===== config.mk =====
export PLATFORM = sky130hd
export DESIGN_NAME = temp_conversion_and_limit_alert
export DESIGN_NICKNAME = d
export VERILOG_FILES = /design/src/rtl/temp_alert_pkg.sv /design/src/rtl/temp_conversion_and_limit_alert.sv
export SDC_FILE = /design/constraint.sdc
export NUM_CORES = 1
export LEC_CHECK = 0
export ABC_CLOCK_PERIOD_IN_PS = 7300
export BUFFER_PORTS_ARGS = -buffer_cell sky130_fd_sc_hd__buf_2
export CAP_MARGIN = 5
export CORE_MARGIN = 1
export CORE_UTILIZATION = 45
export CTS_BUF_LIST = sky130_fd_sc_hd__clkbuf_16
export CTS_CLUSTER_DIAMETER = 60
export DETAILED_ROUTE_END_ITERATION = 10
export GPL_TIMING_DRIVEN = 0
export PLACE_DENSITY = 0.71
export SLEW_MARGIN = 20
export SYNTH_ARGS = -nofsm -noshare
export SYNTH_HDL_FRONTEND = slang
export SYNTH_SLANG_ARGS = --single-unit

===== constraint.sdc =====
create_clock -name clk_i -period 7.3 [get_ports clk_i]
set_clock_uncertainty 0.05 [all_clocks]
set_input_delay 1.46 -clock clk_i [delete_from_list [all_inputs] [get_ports clk_i]]
set_output_delay 1.46 -clock clk_i [all_outputs]
set_load 0.02 [all_outputs]

===== src/rtl/temp_alert_pkg.sv =====
// Constants, types and timing for the temperature conversion and limit alert block
package temp_alert_pkg;
  // ==========================================================
  // Clock and conversion timing
  localparam int CLK_MHZ = 100;
  localparam real CONV_TIME_MS = 15.5;
  localparam int CONV_CYCLES_DFLT = int'(CONV_TIME_MS * 1000.0 * CLK_MHZ);
  localparam int MS_CYCLES_DFLT = 1000 * CLK_MHZ;
  // Cycle period per cycle_time_field code, in ms
  localparam logic [13:0] CYCLE_MS [8] = '{14'h0010, 14'h007D, 14'h00FA, 14'h01F4,
                                           14'h03E8, 14'h0FA0, 14'h1F40, 14'h3E80};
  // Averaging count per averaging_field code, as a power of two
  localparam logic [2:0] AVG_SHIFT [4] = '{3'h0, 3'h3, 3'h4, 3'h5};
  localparam int MAX_AVG_SHIFT = 5;
  localparam int RESULT_W = 16;
  localparam int SUM_W = RESULT_W + MAX_AVG_SHIFT + 1;
  localparam logic [RESULT_W-1:0] RESULT_RESET = 16'h8000;

  // ==========================================================
  // Conversion mode codes
  localparam logic [1:0] MODE_CONT = 2'h0;
  localparam logic [1:0] MODE_SHUT = 2'h1;
  localparam logic [1:0] MODE_ONESHOT = 2'h2;

  typedef enum logic [1:0] {
    ST_SHUT = 2'b00,
    ST_ACTIVE = 2'b01,
    ST_STANDBY = 2'b10
  } conv_state_t;

  // ==========================================================
  // Carriers
  typedef struct packed {
    logic [1:0] conversion_mode_field;
    logic [2:0] cycle_time_field;
    logic [1:0] averaging_field;
    logic ready_on_pin_select;
    logic therm_alert_select;
    logic pin_polarity;
  } cfg_t;

  typedef struct packed {
    logic cfg_write;
    logic cfg_read;
    logic result_read;
    logic alert_response;
  } host_evt_t;

  typedef struct packed {
    logic [RESULT_W-1:0] high;
    logic [RESULT_W-1:0] low;
  } limits_t;

  localparam cfg_t RESET_CFG = '{conversion_mode_field: MODE_CONT, cycle_time_field: 3'h4,
                                 averaging_field: 2'h1, ready_on_pin_select: 1'b0,
                                 therm_alert_select: 1'b0, pin_polarity: 1'b0};
  localparam logic RESET_PIN = 1'b1;
endpackage : temp_alert_pkg


===== src/rtl/temp_conversion_and_limit_alert.sv =====
// Conversion sequencer, averaging, result register and limit alert logic
`timescale 1ns/10ps

// Functional notes
// - Mode code 00 runs conversions repeatedly without host action.
// - Each continuous cycle is active conversion then standby, timed by cycle and averaging fields.
// - Result register is written at the end of the last conversion of each averaging set.
// - With averaging, the selected number of samples is summed and the mean reported.
// - One conversion lasts 15.5 ms; active time scales with the averaging count.
// - Reset defaults: eight averages, one second cycle.
// - Ready flag sets on completion, clears on config or result read.
// - Ready-on-pin select puts the ready flag on the event pin.
// - Writing 01 aborts any conversion and enters shutdown.
// - Writing 10 in shutdown runs one averaging set of conversions, then shutdown again.
// - Single shot has no standby; cycle field has no effect.
// - Alert select 0: window mode compares each result with both limits.
// - Window mode sets upper flag above high, lower flag below low.
// - Window mode: config read clears both limit flags.
// - Window mode pin asserts on a flag; config read or alert response clears.
// - Pin polarity selects the active level of the event pin.
// - Alert select 1: upper flag sets above high, clears below low.
// - Over-temperature mode holds the lower flag at zero.
// - Over-temperature mode: config reads leave limit flags alone.
// - Over-temperature mode: pin follows the upper flag only.
// - Limits share the 16-bit two's complement result format.
module temp_conversion_and_limit_alert #(
  parameter int CONV_CYCLES = temp_alert_pkg::CONV_CYCLES_DFLT,
  parameter int MS_CYCLES = temp_alert_pkg::MS_CYCLES_DFLT
) (
  input wire logic clk_i, // 100 MHz clock
  input wire logic reset_n_i, // Async reset, active low
  input wire temp_alert_pkg::cfg_t cfg_i, // Config value for a write
  input wire temp_alert_pkg::host_evt_t host_evt_i, // One-cycle host access pulses
  input wire temp_alert_pkg::limits_t limits_i, // High and low limits
  input wire logic [15:0] sample_i, // Raw conversion sample, same domain
  output temp_alert_pkg::cfg_t cfg_o, // Config register readback
  output temp_alert_pkg::conv_state_t state_o, // Sequencer state
  output logic [15:0] temp_result_o, // Temperature result register
  output logic result_ready_flag_o, // Result ready flag
  output logic upper_limit_flag_o, // High limit status
  output logic lower_limit_flag_o, // Low limit status
  output logic limit_event_pin_o // Alert pin level
);
  import temp_alert_pkg::*;

  if (CONV_CYCLES < 2 || MS_CYCLES < 1) begin : g_bad_param
    $error("CONV_CYCLES must be at least 2 and MS_CYCLES at least 1");
  end

  // ==========================================================
  // Configuration register
  cfg_t cfg;
  cfg_t next_cfg;
  logic set_done;
  logic oneshot;

  always_comb begin
    next_cfg = cfg;
    if (host_evt_i.cfg_write) begin
      next_cfg = cfg_i;
    end
    if (set_done && oneshot && !host_evt_i.cfg_write) begin
      next_cfg.conversion_mode_field = MODE_SHUT;
    end
  end

  always_ff @(posedge clk_i or negedge reset_n_i) begin
    if (!reset_n_i) begin
      cfg <= RESET_CFG;
    end else begin
      cfg <= next_cfg;
    end
  end

  // ==========================================================
  // Conversion sequencer
  conv_state_t state;
  conv_state_t next_state;
  logic next_oneshot;
  logic [31:0] conv_cnt;
  logic [31:0] next_conv_cnt;
  logic [31:0] elapsed;
  logic [31:0] next_elapsed;
  logic [5:0] nconv;
  logic [5:0] next_nconv;
  logic signed [SUM_W-1:0] sum;
  logic signed [SUM_W-1:0] next_sum;
  logic signed [SUM_W-1:0] sum_total;
  logic [2:0] avg_shift;
  logic [5:0] last_conv;
  logic [31:0] period;
  logic conv_end;
  logic [15:0] avg_value;
  logic wr_cont;
  logic wr_shut;
  logic wr_oneshot;

  assign avg_shift = AVG_SHIFT[cfg.averaging_field];
  assign last_conv = 6'((7'h01 << avg_shift) - 7'h01);
  assign period = 32'(CYCLE_MS[cfg.cycle_time_field]) * 32'(MS_CYCLES);
  assign conv_end = (state == ST_ACTIVE) && (conv_cnt == 32'(CONV_CYCLES - 1));
  assign sum_total = sum + SUM_W'($signed(sample_i));
  assign avg_value = 16'(sum_total >>> avg_shift);
  assign set_done = conv_end && (nconv == last_conv);
  assign wr_cont = host_evt_i.cfg_write && (cfg_i.conversion_mode_field == MODE_CONT);
  assign wr_shut = host_evt_i.cfg_write && (cfg_i.conversion_mode_field == MODE_SHUT);
  assign wr_oneshot = host_evt_i.cfg_write && (cfg_i.conversion_mode_field == MODE_ONESHOT);

  always_comb begin
    next_state = state;
    next_oneshot = oneshot;
    next_conv_cnt = conv_cnt;
    next_elapsed = elapsed;
    next_nconv = nconv;
    next_sum = sum;
    unique case (state)
      ST_SHUT: begin
        if (wr_cont || wr_oneshot) begin
          next_state = ST_ACTIVE;
          next_oneshot = wr_oneshot;
          next_conv_cnt = 32'h0000_0000;
          next_elapsed = 32'h0000_0000;
          next_nconv = 6'h00;
          next_sum = '0;
        end
      end
      ST_ACTIVE: begin
        next_elapsed = elapsed + 32'h0000_0001;
        next_conv_cnt = conv_cnt + 32'h0000_0001;
        if (conv_end) begin
          next_conv_cnt = 32'h0000_0000;
          next_sum = sum_total;
          next_nconv = nconv + 6'h01;
          if (set_done) begin
            next_sum = '0;
            next_nconv = 6'h00;
            next_state = oneshot ? ST_SHUT : ST_STANDBY;
            next_oneshot = 1'b0;
          end
        end
      end
      ST_STANDBY: begin
        next_elapsed = elapsed + 32'h0000_0001;
        if (next_elapsed >= period) begin
          next_state = ST_ACTIVE;
          next_elapsed = 32'h0000_0000;
        end
      end
      default: begin
        next_state = ST_SHUT;
      end
    endcase
    if (wr_cont) begin
      next_oneshot = 1'b0;
    end
    if (wr_shut) begin
      next_state = ST_SHUT;
      next_oneshot = 1'b0;
      next_conv_cnt = 32'h0000_0000;
      next_nconv = 6'h00;
      next_sum = '0;
    end
  end

  always_ff @(posedge clk_i or negedge reset_n_i) begin
    if (!reset_n_i) begin
      state <= ST_ACTIVE;
      oneshot <= 1'b0;
      conv_cnt <= 32'h0000_0000;
      elapsed <= 32'h0000_0000;
      nconv <= 6'h00;
      sum <= '0;
    end else begin
      state <= next_state;
      oneshot <= next_oneshot;
      conv_cnt <= next_conv_cnt;
      elapsed <= next_elapsed;
      nconv <= next_nconv;
      sum <= next_sum;
    end
  end

  // ==========================================================
  // Result, ready flag, limit flags and pin
  logic [15:0] temp_result;
  logic [15:0] next_temp_result;
  logic ready;
  logic next_ready;
  logic upper;
  logic next_upper;
  logic lower;
  logic next_lower;
  logic alert;
  logic next_alert;
  logic pin;
  logic next_pin;
  logic above_high;
  logic below_low;
  logic pin_src;

  assign above_high = $signed(avg_value) > $signed(limits_i.high);
  assign below_low = $signed(avg_value) < $signed(limits_i.low);

  always_comb begin
    next_temp_result = temp_result;
    next_ready = ready;
    next_upper = upper;
    next_lower = lower;
    next_alert = alert;
    if (set_done) begin
      next_temp_result = avg_value;
    end
    if (host_evt_i.cfg_read || host_evt_i.result_read) begin
      next_ready = 1'b0;
    end
    if (set_done) begin
      next_ready = 1'b1;
    end
    if (cfg.therm_alert_select) begin
      next_lower = 1'b0;
      next_alert = 1'b0;
      if (set_done && above_high) begin
        next_upper = 1'b1;
      end else if (set_done && below_low) begin
        next_upper = 1'b0;
      end
    end else begin
      if (host_evt_i.cfg_read) begin
        next_upper = 1'b0;
        next_lower = 1'b0;
        next_alert = 1'b0;
      end
      if (host_evt_i.alert_response) begin
        next_alert = 1'b0;
      end
      if (set_done && above_high) begin
        next_upper = 1'b1;
        next_alert = 1'b1;
      end
      if (set_done && below_low) begin
        next_lower = 1'b1;
        next_alert = 1'b1;
      end
    end
    if (next_cfg.therm_alert_select) begin
      next_lower = 1'b0;
    end
    if (cfg.ready_on_pin_select) begin
      pin_src = next_ready;
    end else if (cfg.therm_alert_select) begin
      pin_src = next_upper;
    end else begin
      pin_src = next_alert;
    end
    next_pin = cfg.pin_polarity ? pin_src : !pin_src;
  end

  always_ff @(posedge clk_i or negedge reset_n_i) begin
    if (!reset_n_i) begin
      temp_result <= RESULT_RESET;
      ready <= 1'b0;
      upper <= 1'b0;
      lower <= 1'b0;
      alert <= 1'b0;
      pin <= RESET_PIN;
    end else begin
      temp_result <= next_temp_result;
      ready <= next_ready;
      upper <= next_upper;
      lower <= next_lower;
      alert <= next_alert;
      pin <= next_pin;
    end
  end

  assign cfg_o = cfg;
  assign state_o = state;
  assign temp_result_o = temp_result;
  assign result_ready_flag_o = ready;
  assign upper_limit_flag_o = upper;
  assign lower_limit_flag_o = lower;
  assign limit_event_pin_o = pin;
endmodule : temp_conversion_and_limit_alert


==> results of run 1 <==
power by group through the flow:
stage	Clock [W]	Sequential [W]	Combinational, W
6_report	0.000941	0.000842	0.00274
5_1_grt	0.000981	0.000854	0.00303
4_1_cts	0.000954	0.000840	0.00258
3_5_place_dp	0	0.000855	0.00252
3_3_place_gp	0	0.000850	0.00247
2_1_floorplan	0	0.000854	0.00188
critical path, delay by kind of cell (launching register included):
kind | cells | cell delay, ns
adder cells (fa/ha/maj) | 8 | 2.69
flip-flops | 1 | 0.43
AND/OR/NAND/NOR | 2 | 0.36
buffers and inverters | 6 | 0.69
AO/OA/AOI/OAI | 13 | 2.54
XOR/XNOR | 1 | 0.21
worst min path at each step:
stage / to / slack [ns]
2_1_floorplan: nconv[5]$_DFFE_PN0P_ / 0.38
5_1_grt: nconv[5]$_DFFE_PN0P_ / 0.43
3_5_place_dp: nconv[5]$_DFFE_PN0P_ / 0.40
4_1_cts: nconv[5]$_DFFE_PN0P_ / 0.41
6_report: nconv[5]$_DFFE_PN0P_ / 0.42
3_3_place_gp: nconv[5]$_DFFE_PN0P_ / 0.40
flip-flops by register name (all words and copies together), names as in the netlist:
name                 count
temp_result_o           16
oneshot                  1
result_ready_flag_o      1
nconv                    6
conv_cnt                32
upper_limit_flag_o       1
limit_event_pin_o        1
state_o                  2
alert                    1
sum                     21
cfg_o                   10
lower_limit_flag_o       1
elapsed                 32
synthesized netlist by cell type, types with 11 or more instances:
cell / number / share of area [%]
a2111oi_0: 11 / 0.78
a211oi_1: 16 / 0.98
a21o_1: 22 / 1.3
a21oi_1: 50 / 2.0
a22o_1: 12 / 0.85
a31oi_1: 11 / 0.56
and2_1: 19 / 0.97
and3_1: 27 / 1.4
clkbuf_1: 33 / 1.0
dfrtp_1: 120 / 24
fa_1: 24 / 3.9
ha_1: 170 / 17
inv_1: 116 / 3.5
mux2_2: 16 / 1.5
nand2_1: 155 / 4.7
nand2b_1: 15 / 0.76
nand3_1: 39 / 1.6
nand4_1: 24 / 1.2
nor2_1: 80 / 2.4
nor2b_1: 19 / 0.97
nor3_1: 21 / 0.85
o21a_1: 14 / 0.85
o21ai_0: 87 / 3.5
o21ai_1: 32 / 1.3
o31ai_1: 16 / 0.98
or3_1: 12 / 0.61
xnor2_1: 51 / 3.6
xor2_1: 37 / 2.6
metal layers:
layer	GRT usage, %	routed length, um	vias up
li1	-	-	5413
met1	33.9	15600	5389
met2	40.0	15900	321
met3	3.40	1850	44
met4	6.86	578	0
met5	0	0	-
layout make-up:
| cell class | count | area, um^2 | share of cell area, % |
|---|---|---|---|
| Timing Repair Buffer | 126 | 733 | 5.09 |
| Clock buffer | 17 | 425 | 2.95 |
| Clock inverter | 15 | 220 | 1.53 |
| Multi-Input combinational cell | 1132 | 8790 | 61.0 |
| Tap cell | 341 | 427 | 2.96 |
| Sequential cell | 125 | 3140 | 21.8 |
| Inverter | 118 | 454 | 3.15 |
| Buffer | 44 | 229 | 1.59 |
placed cells by master (no fill, tap or decap), types with 12 or more instances in the layout:
master       n
a211oi_1    16
a21o_1      22
a21oi_1     45
a22o_1      12
and2_1      19
and3_1      27
buf_2      100
buf_4       28
clkbuf_1    30
clkbuf_16   17
dfrtp_1    118
fa_1        24
ha_1       157
inv_1      110
mux2_2      15
nand2_1    154
nand2b_1    15
nand3_1     39
nand4_1     24
nor2_1      78
nor2b_1     17
nor3_1      21
o21a_1      14
o21ai_0     84
o21ai_1     34
o31ai_1     16
or3_1       12
xnor2_1     51
xor2_1      36
logic make-up (layout without fill, tap and decap cells):
| family | after synthesis | in the layout | share of synthesized area, % |
|---|---|---|---|
| simple gates | 469 | 469 | 19.5 |
| compound gates | 352 | 352 | 19.4 |
| fa+ha+maj | 194 | 194 | 21.2 |
| buf+inv | 162 | 320 | 5.19 |
| flops | 125 | 125 | 25.5 |
| xor+xnor | 88 | 88 | 6.27 |
| mux | 29 | 29 | 2.96 |
metrics by stage:
step                      total power (W)  utilization [%]
after CTS                         0.00438             52.3
after floorplan                   0.00273                -
after global routing              0.00487             53.6
after detailed placement          0.00338             49.3
after global placement            0.00332             49.1
final                             0.00452             53.6
repair_timing:
| action | CTS | global route |
|---|---|---|
| pin swaps | 9 | 17 |
| setup endpoints to repair | 33 | 33 |
| cloned | 1 | 1 |
| gates resized for setup | 20 | 51 |
| buffers inserted | 12 | 16 |
==> results_dict.tcl, run 1 <==
set metrics [dict create \
    r2r_cells 30 \
    finalSetupViolCount 0 \
    seq_area_frac_synth_pct 25.5 \
    dpl.hpwl_um 25500 \
    crit_path_start "cfg_o[6]$_DFFE_PN0P_" \
    ir_drop_mv 0.216 \
    placedCellCount 1856 \
    path_max_fanout 6 \
    die_x_um 167 \
    yosys_warnings 0 \
    ff2ff_setup_slack_ns 0.22 \
    power_density_nw_per_um2 313 \
    dpl_cell_area_um2 13200 \
    drc 0 \
    netlist_area_um2 12300 \
    first_global_vias 10957 \
    crit_slowest_cell "fa_1" \
    grt_overflow_total 0 \
    insertion_delay_ns 0.42 \
    setup_tns_ns 0 \
    finalHoldViolCount 0 \
    io_pins 96 \
    holdBufCountCts 0 \
    whs_path_depth 1 \
    final_cell_count_no_fill 1918 \
    first_iter_violations 892 \
    antenna_cells 0 \
    synth_seq_cells 125 \
    num-nets-final 1822 \
    antenna_found_initial 0 \
    core.rowCount 60 \
    worst_pin_slew_ns 0.817 \
    htree_levels 4 \
    antenna_left 0 \
    endpoint "elapsed[20]$_DFFE_PN0P_" \
    die-area_um2 28000 \
    synth_edf_count 0 \
    synthesis.nets 1677 \
    root_buffer "clkbuf_16" \
    switching_share_pct 45.2 \
    p_int_w 0.00247 \
    switchingPower_w 0.00204 \
    outcome "completed" \
    combPwrFrac_pct 60.6 \
    fmax_mhz 141 \
    end_kind "flip-flop" \
    dr.pass1.iters 5 \
    design_area_um2 14400 \
    synth_cells 1419 \
    wl_um 33900 \
    die_h_um 167 \
    grt_pass1_wl_um 55400 \
    fill_cells 2446 \
    vias 11167 \
    synth_flop_cell "dfrtp_1" \
    finalHoldWorstSlack_ns 0.417 \
    path_common_cell "ha_1" \
    async_flop_share_pct 100 \
    grt_util_all_layers_pct 24.5 \
    viasPerCell 5.82 \
    synth.avg_cell_area_um2 8.67 \
    layout_min_cycle_time_ns 7.08 \
    post-place-ws_ns -1.21 \
    port_buffers 95 \
    drive_above_1_share_pct 16.6 \
    cap_violations 0 \
    cp_data_required_time_ns 7.58 \
    cp-start-kind "flip-flop" \
    cp_slowest_stage_delay_ns 0.57 \
    clk_path_buf_depth 2 \
    crit_arrival_ns 7.36 \
    p_clk_share_pct 20.8 \
    worstHoldStart "nconv[5]$_DFFE_PN0P_" \
    clock-sinks 125 \
    fin_crit_sh_pct 97.0 \
    synthDistinctLibCells 89 \
    rr_endpoint "elapsed[20]$_DFFE_PN0P_" \
    r2r-start "cfg_o[6]$_DFFE_PN0P_" \
    drt-wirelength-per-cell_um 17.7 \
    cts_tree "built" \
    slew-limit-headroom_pct 44.1 \
    numCtsBuffers 17 \
    gp_congestion 0.930 \
    initial_core_util_pct 45.8 \
    areaGrowthSynthToFinish_pct 17.2 \
    hold_path_class "flip-flop to flip-flop" \
    critPathKind "flip-flop to flip-flop" \
    fp.coreArea_um2 26900 \
    finalMaxSlewViolations 0 \
    power.leakage_nw 6.85 \
    grt_max_degree 66 \
    clk_pin_slew_ns 0.06 \
    p_seq_share_pct 18.6 \
    setup_slack_ns 0.221 \
]
Note: power is estimated with default switching activity, not from simulation.
==> run 2, diff against run 1 <==
--- a/config.mk
+++ b/config.mk
@@ -14,7 +14,7 @@
 export CTS_CLUSTER_DIAMETER = 60
 export DETAILED_ROUTE_END_ITERATION = 10
 export GPL_TIMING_DRIVEN = 0
-export PLACE_DENSITY = 0.71
+export PLACE_DENSITY_LB_ADDON = 0.1
 export SLEW_MARGIN = 20
 export SYNTH_ARGS = -nofsm -noshare
 export SYNTH_HDL_FRONTEND = slang
==> run 2 against run 1 <==
Effect of this change:
- first-iteration DRC count is 30% lower
- register-to-register slack improved by 0.11 ns
- via count down 1.6%
- total power down 2.9%
- clock power down 3.6%
- count of clock-buffer cells in the layout did not move
- worst setup slack gained 0.11 ns
- final cell count fell by 0.31%
- die area is the same
- critical path depth unchanged
- final area decreased by 1.3%
- sequential cell count unchanged
==> results_dict.tcl, run 2 (synthesized netlist as in run 1, its figures left out) <==
set metrics [dict create \
    port_buffers 95 \
    io_pins 96 \
    viasPerCell 5.75 \
    cap_violations 0 \
    fill_cells 2571 \
    finalSetupViolCount 0 \
    drc 0 \
    finalMaxSlewViolations 0 \
    outcome "completed" \
    grt_util_all_layers_pct 24.9 \
    cp_data_required_time_ns 7.60 \
    num-nets-final 1814 \
    gp_congestion 0.875 \
    crit_slowest_cell "fa_1" \
    first_iter_violations 625 \
    root_buffer "clkbuf_16" \
    areaGrowthSynthToFinish_pct 15.7 \
    worst_pin_slew_ns 0.885 \
    path_max_fanout 6 \
    holdBufCountCts 0 \
    cp_slowest_stage_delay_ns 0.54 \
    end_kind "flip-flop" \
    drive_above_1_share_pct 15.7 \
    mostFrequentLayoutCells "ha_1 (161), nand2_1 (155), dfrtp_1 (118)" \
    core.rowCount 60 \
    finalHoldViolCount 0 \
    fin_crit_sh_pct 95.5 \
    top_regs "conv_cnt (32), elapsed (32), sum (21)" \
    grt_overflow_total 0 \
    seq_area_um2 3140 \
    post-place-ws_ns -1.12 \
    ir_drop_mv 0.157 \
    cts_tree "built" \
    first_global_vias 10913 \
    initial_core_util_pct 45.8 \
    numCtsBuffers 17 \
    grt_max_degree 87 \
    htree_levels 4 \
    grt_pass1_wl_um 56000 \
    critPathKind "flip-flop to flip-flop" \
    die-area_um2 28000 \
    vias 10986 \
    antenna_left 0 \
    dpl.hpwl_um 25900 \
    slew-limit-headroom_pct 39.5 \
    die_x_um 167 \
    power.total_w 0.00439 \
    insertion_delay_ns 0.44 \
    fmax_mhz 143 \
    clk_pin_slew_ns 0.07 \
    drt-wirelength-per-cell_um 17.7 \
    fp.coreArea_um2 26900 \
    wl_um 33800 \
    hold_path_class "flip-flop to flip-flop" \
    antenna_found_initial 2 \
    die_h_um 167 \
    crit_arrival_ns 7.27 \
    cp-start-kind "flip-flop" \
    multi_input_area_um2 8690 \
    setup_slack_ns 0.327 \
    power_density_nw_per_um2 308 \
    power.leakage_nw 6.79 \
    layout_min_cycle_time_ns 6.97 \
    final_common_cell "ha_1" \
    path_common_cell "ha_1" \
    clk_path_buf_depth 2 \
    clock-sinks 125 \
    dr.pass1.iters 5 \
]
[run 2: what timing repair did]
action,CTS,global route
endpoints found under the setup margin,33,33
pin swaps,8,15
gates resized for setup,23,30
cloned,1,1
setup buffers,13,7
[run 2: per-layer routing]
| layer | vias up | global-route usage (%) | share of wire (%) | routed length, um |
|---|---|---|---|---|
| met5 | - | 0 | 0 | 0 |
| met4 | 0 | 6.86 | 1.6 | 544 |
| met3 | 40 | 4.44 | 4.6 | 1570 |
| met2 | 251 | 40.8 | 46 | 15600 |
| met1 | 5304 | 33.5 | 47 | 16000 |
| li1 | 5391 | - | - | - |
[run 2: report_power, final]
part	internal (W)	leakage (nW)	switching (W)
registers	0.000777	1.65	0.0000652
logic	0.00105	4.84	0.00159
clock network	0.000495	0.302	0.000411
total	0.00232	6.79	0.00206
[run 2: path summary, 6_finish.rpt]
| path | startpoint | endpoint | slack (ns) | depth (start not counted) |
|---|---|---|---|---|
| setup / recovery | cfg_o[6]$_DFFE_PN0P_ | elapsed[12]$_DFFE_PN0P_ | 0.33 | 30 |
| hold / removal | nconv[5]$_DFFE_PN0P_ | nconv[5]$_DFFE_PN0P_ | 0.43 | 1 |
| setup reg to reg | cfg_o[6]$_DFFE_PN0P_ | elapsed[12]$_DFFE_PN0P_ | 0.33 | 30 |
| hold reg to reg | nconv[5]$_DFFE_PN0P_ | nconv[5]$_DFFE_PN0P_ | 0.43 | 1 |
| max in group asynchronous | reset_n_i | cfg_o[5]$_DFFE_PN0P_ | 5.52 | 2 |
| min in group asynchronous | reset_n_i | elapsed[27]$_DFFE_PN0P_ | 0.86 | 1 |
[run 2: layout make-up]
cell class | count | share of cell area (%)
plain buffers | 44 | 1.57
multi-input cells | 1132 | 61.1
flip-flops and latches | 125 | 22.0
clock buffers | 17 | 2.99
well taps | 341 | 3.00
repair buffers | 118 | 4.75
inverters | 118 | 3.19
diodes | 2 | 0.0352
clock inverters | 15 | 1.34
[run 2: metrics by stage]
stage	utilization (%)	hold WS [ns]	instance area [um^2]	instances	setup TNS [ns]
2_1_floorplan	-	0.380	12300	1419	0
3_3_place_gp	49.1	0.398	13200	1855	-35.10
3_5_place_dp	49.3	0.421	13200	1856	-33.47
4_1_cts	52.2	0.435	14000	1902	0
5_1_grt	52.9	0.456	14200	1910	-0.00380
6_report	52.9	0.428	14200	1912	0
[run 2: critical path: cells and delay by family, from the launching register on]
kind	cells	cell delay (ns)
xor+xnor	1	0.17
simple gates	2	0.36
fa+ha+maj	8	2.77
compound gates	13	2.38
buf+inv	6	0.72
flops	1	0.42
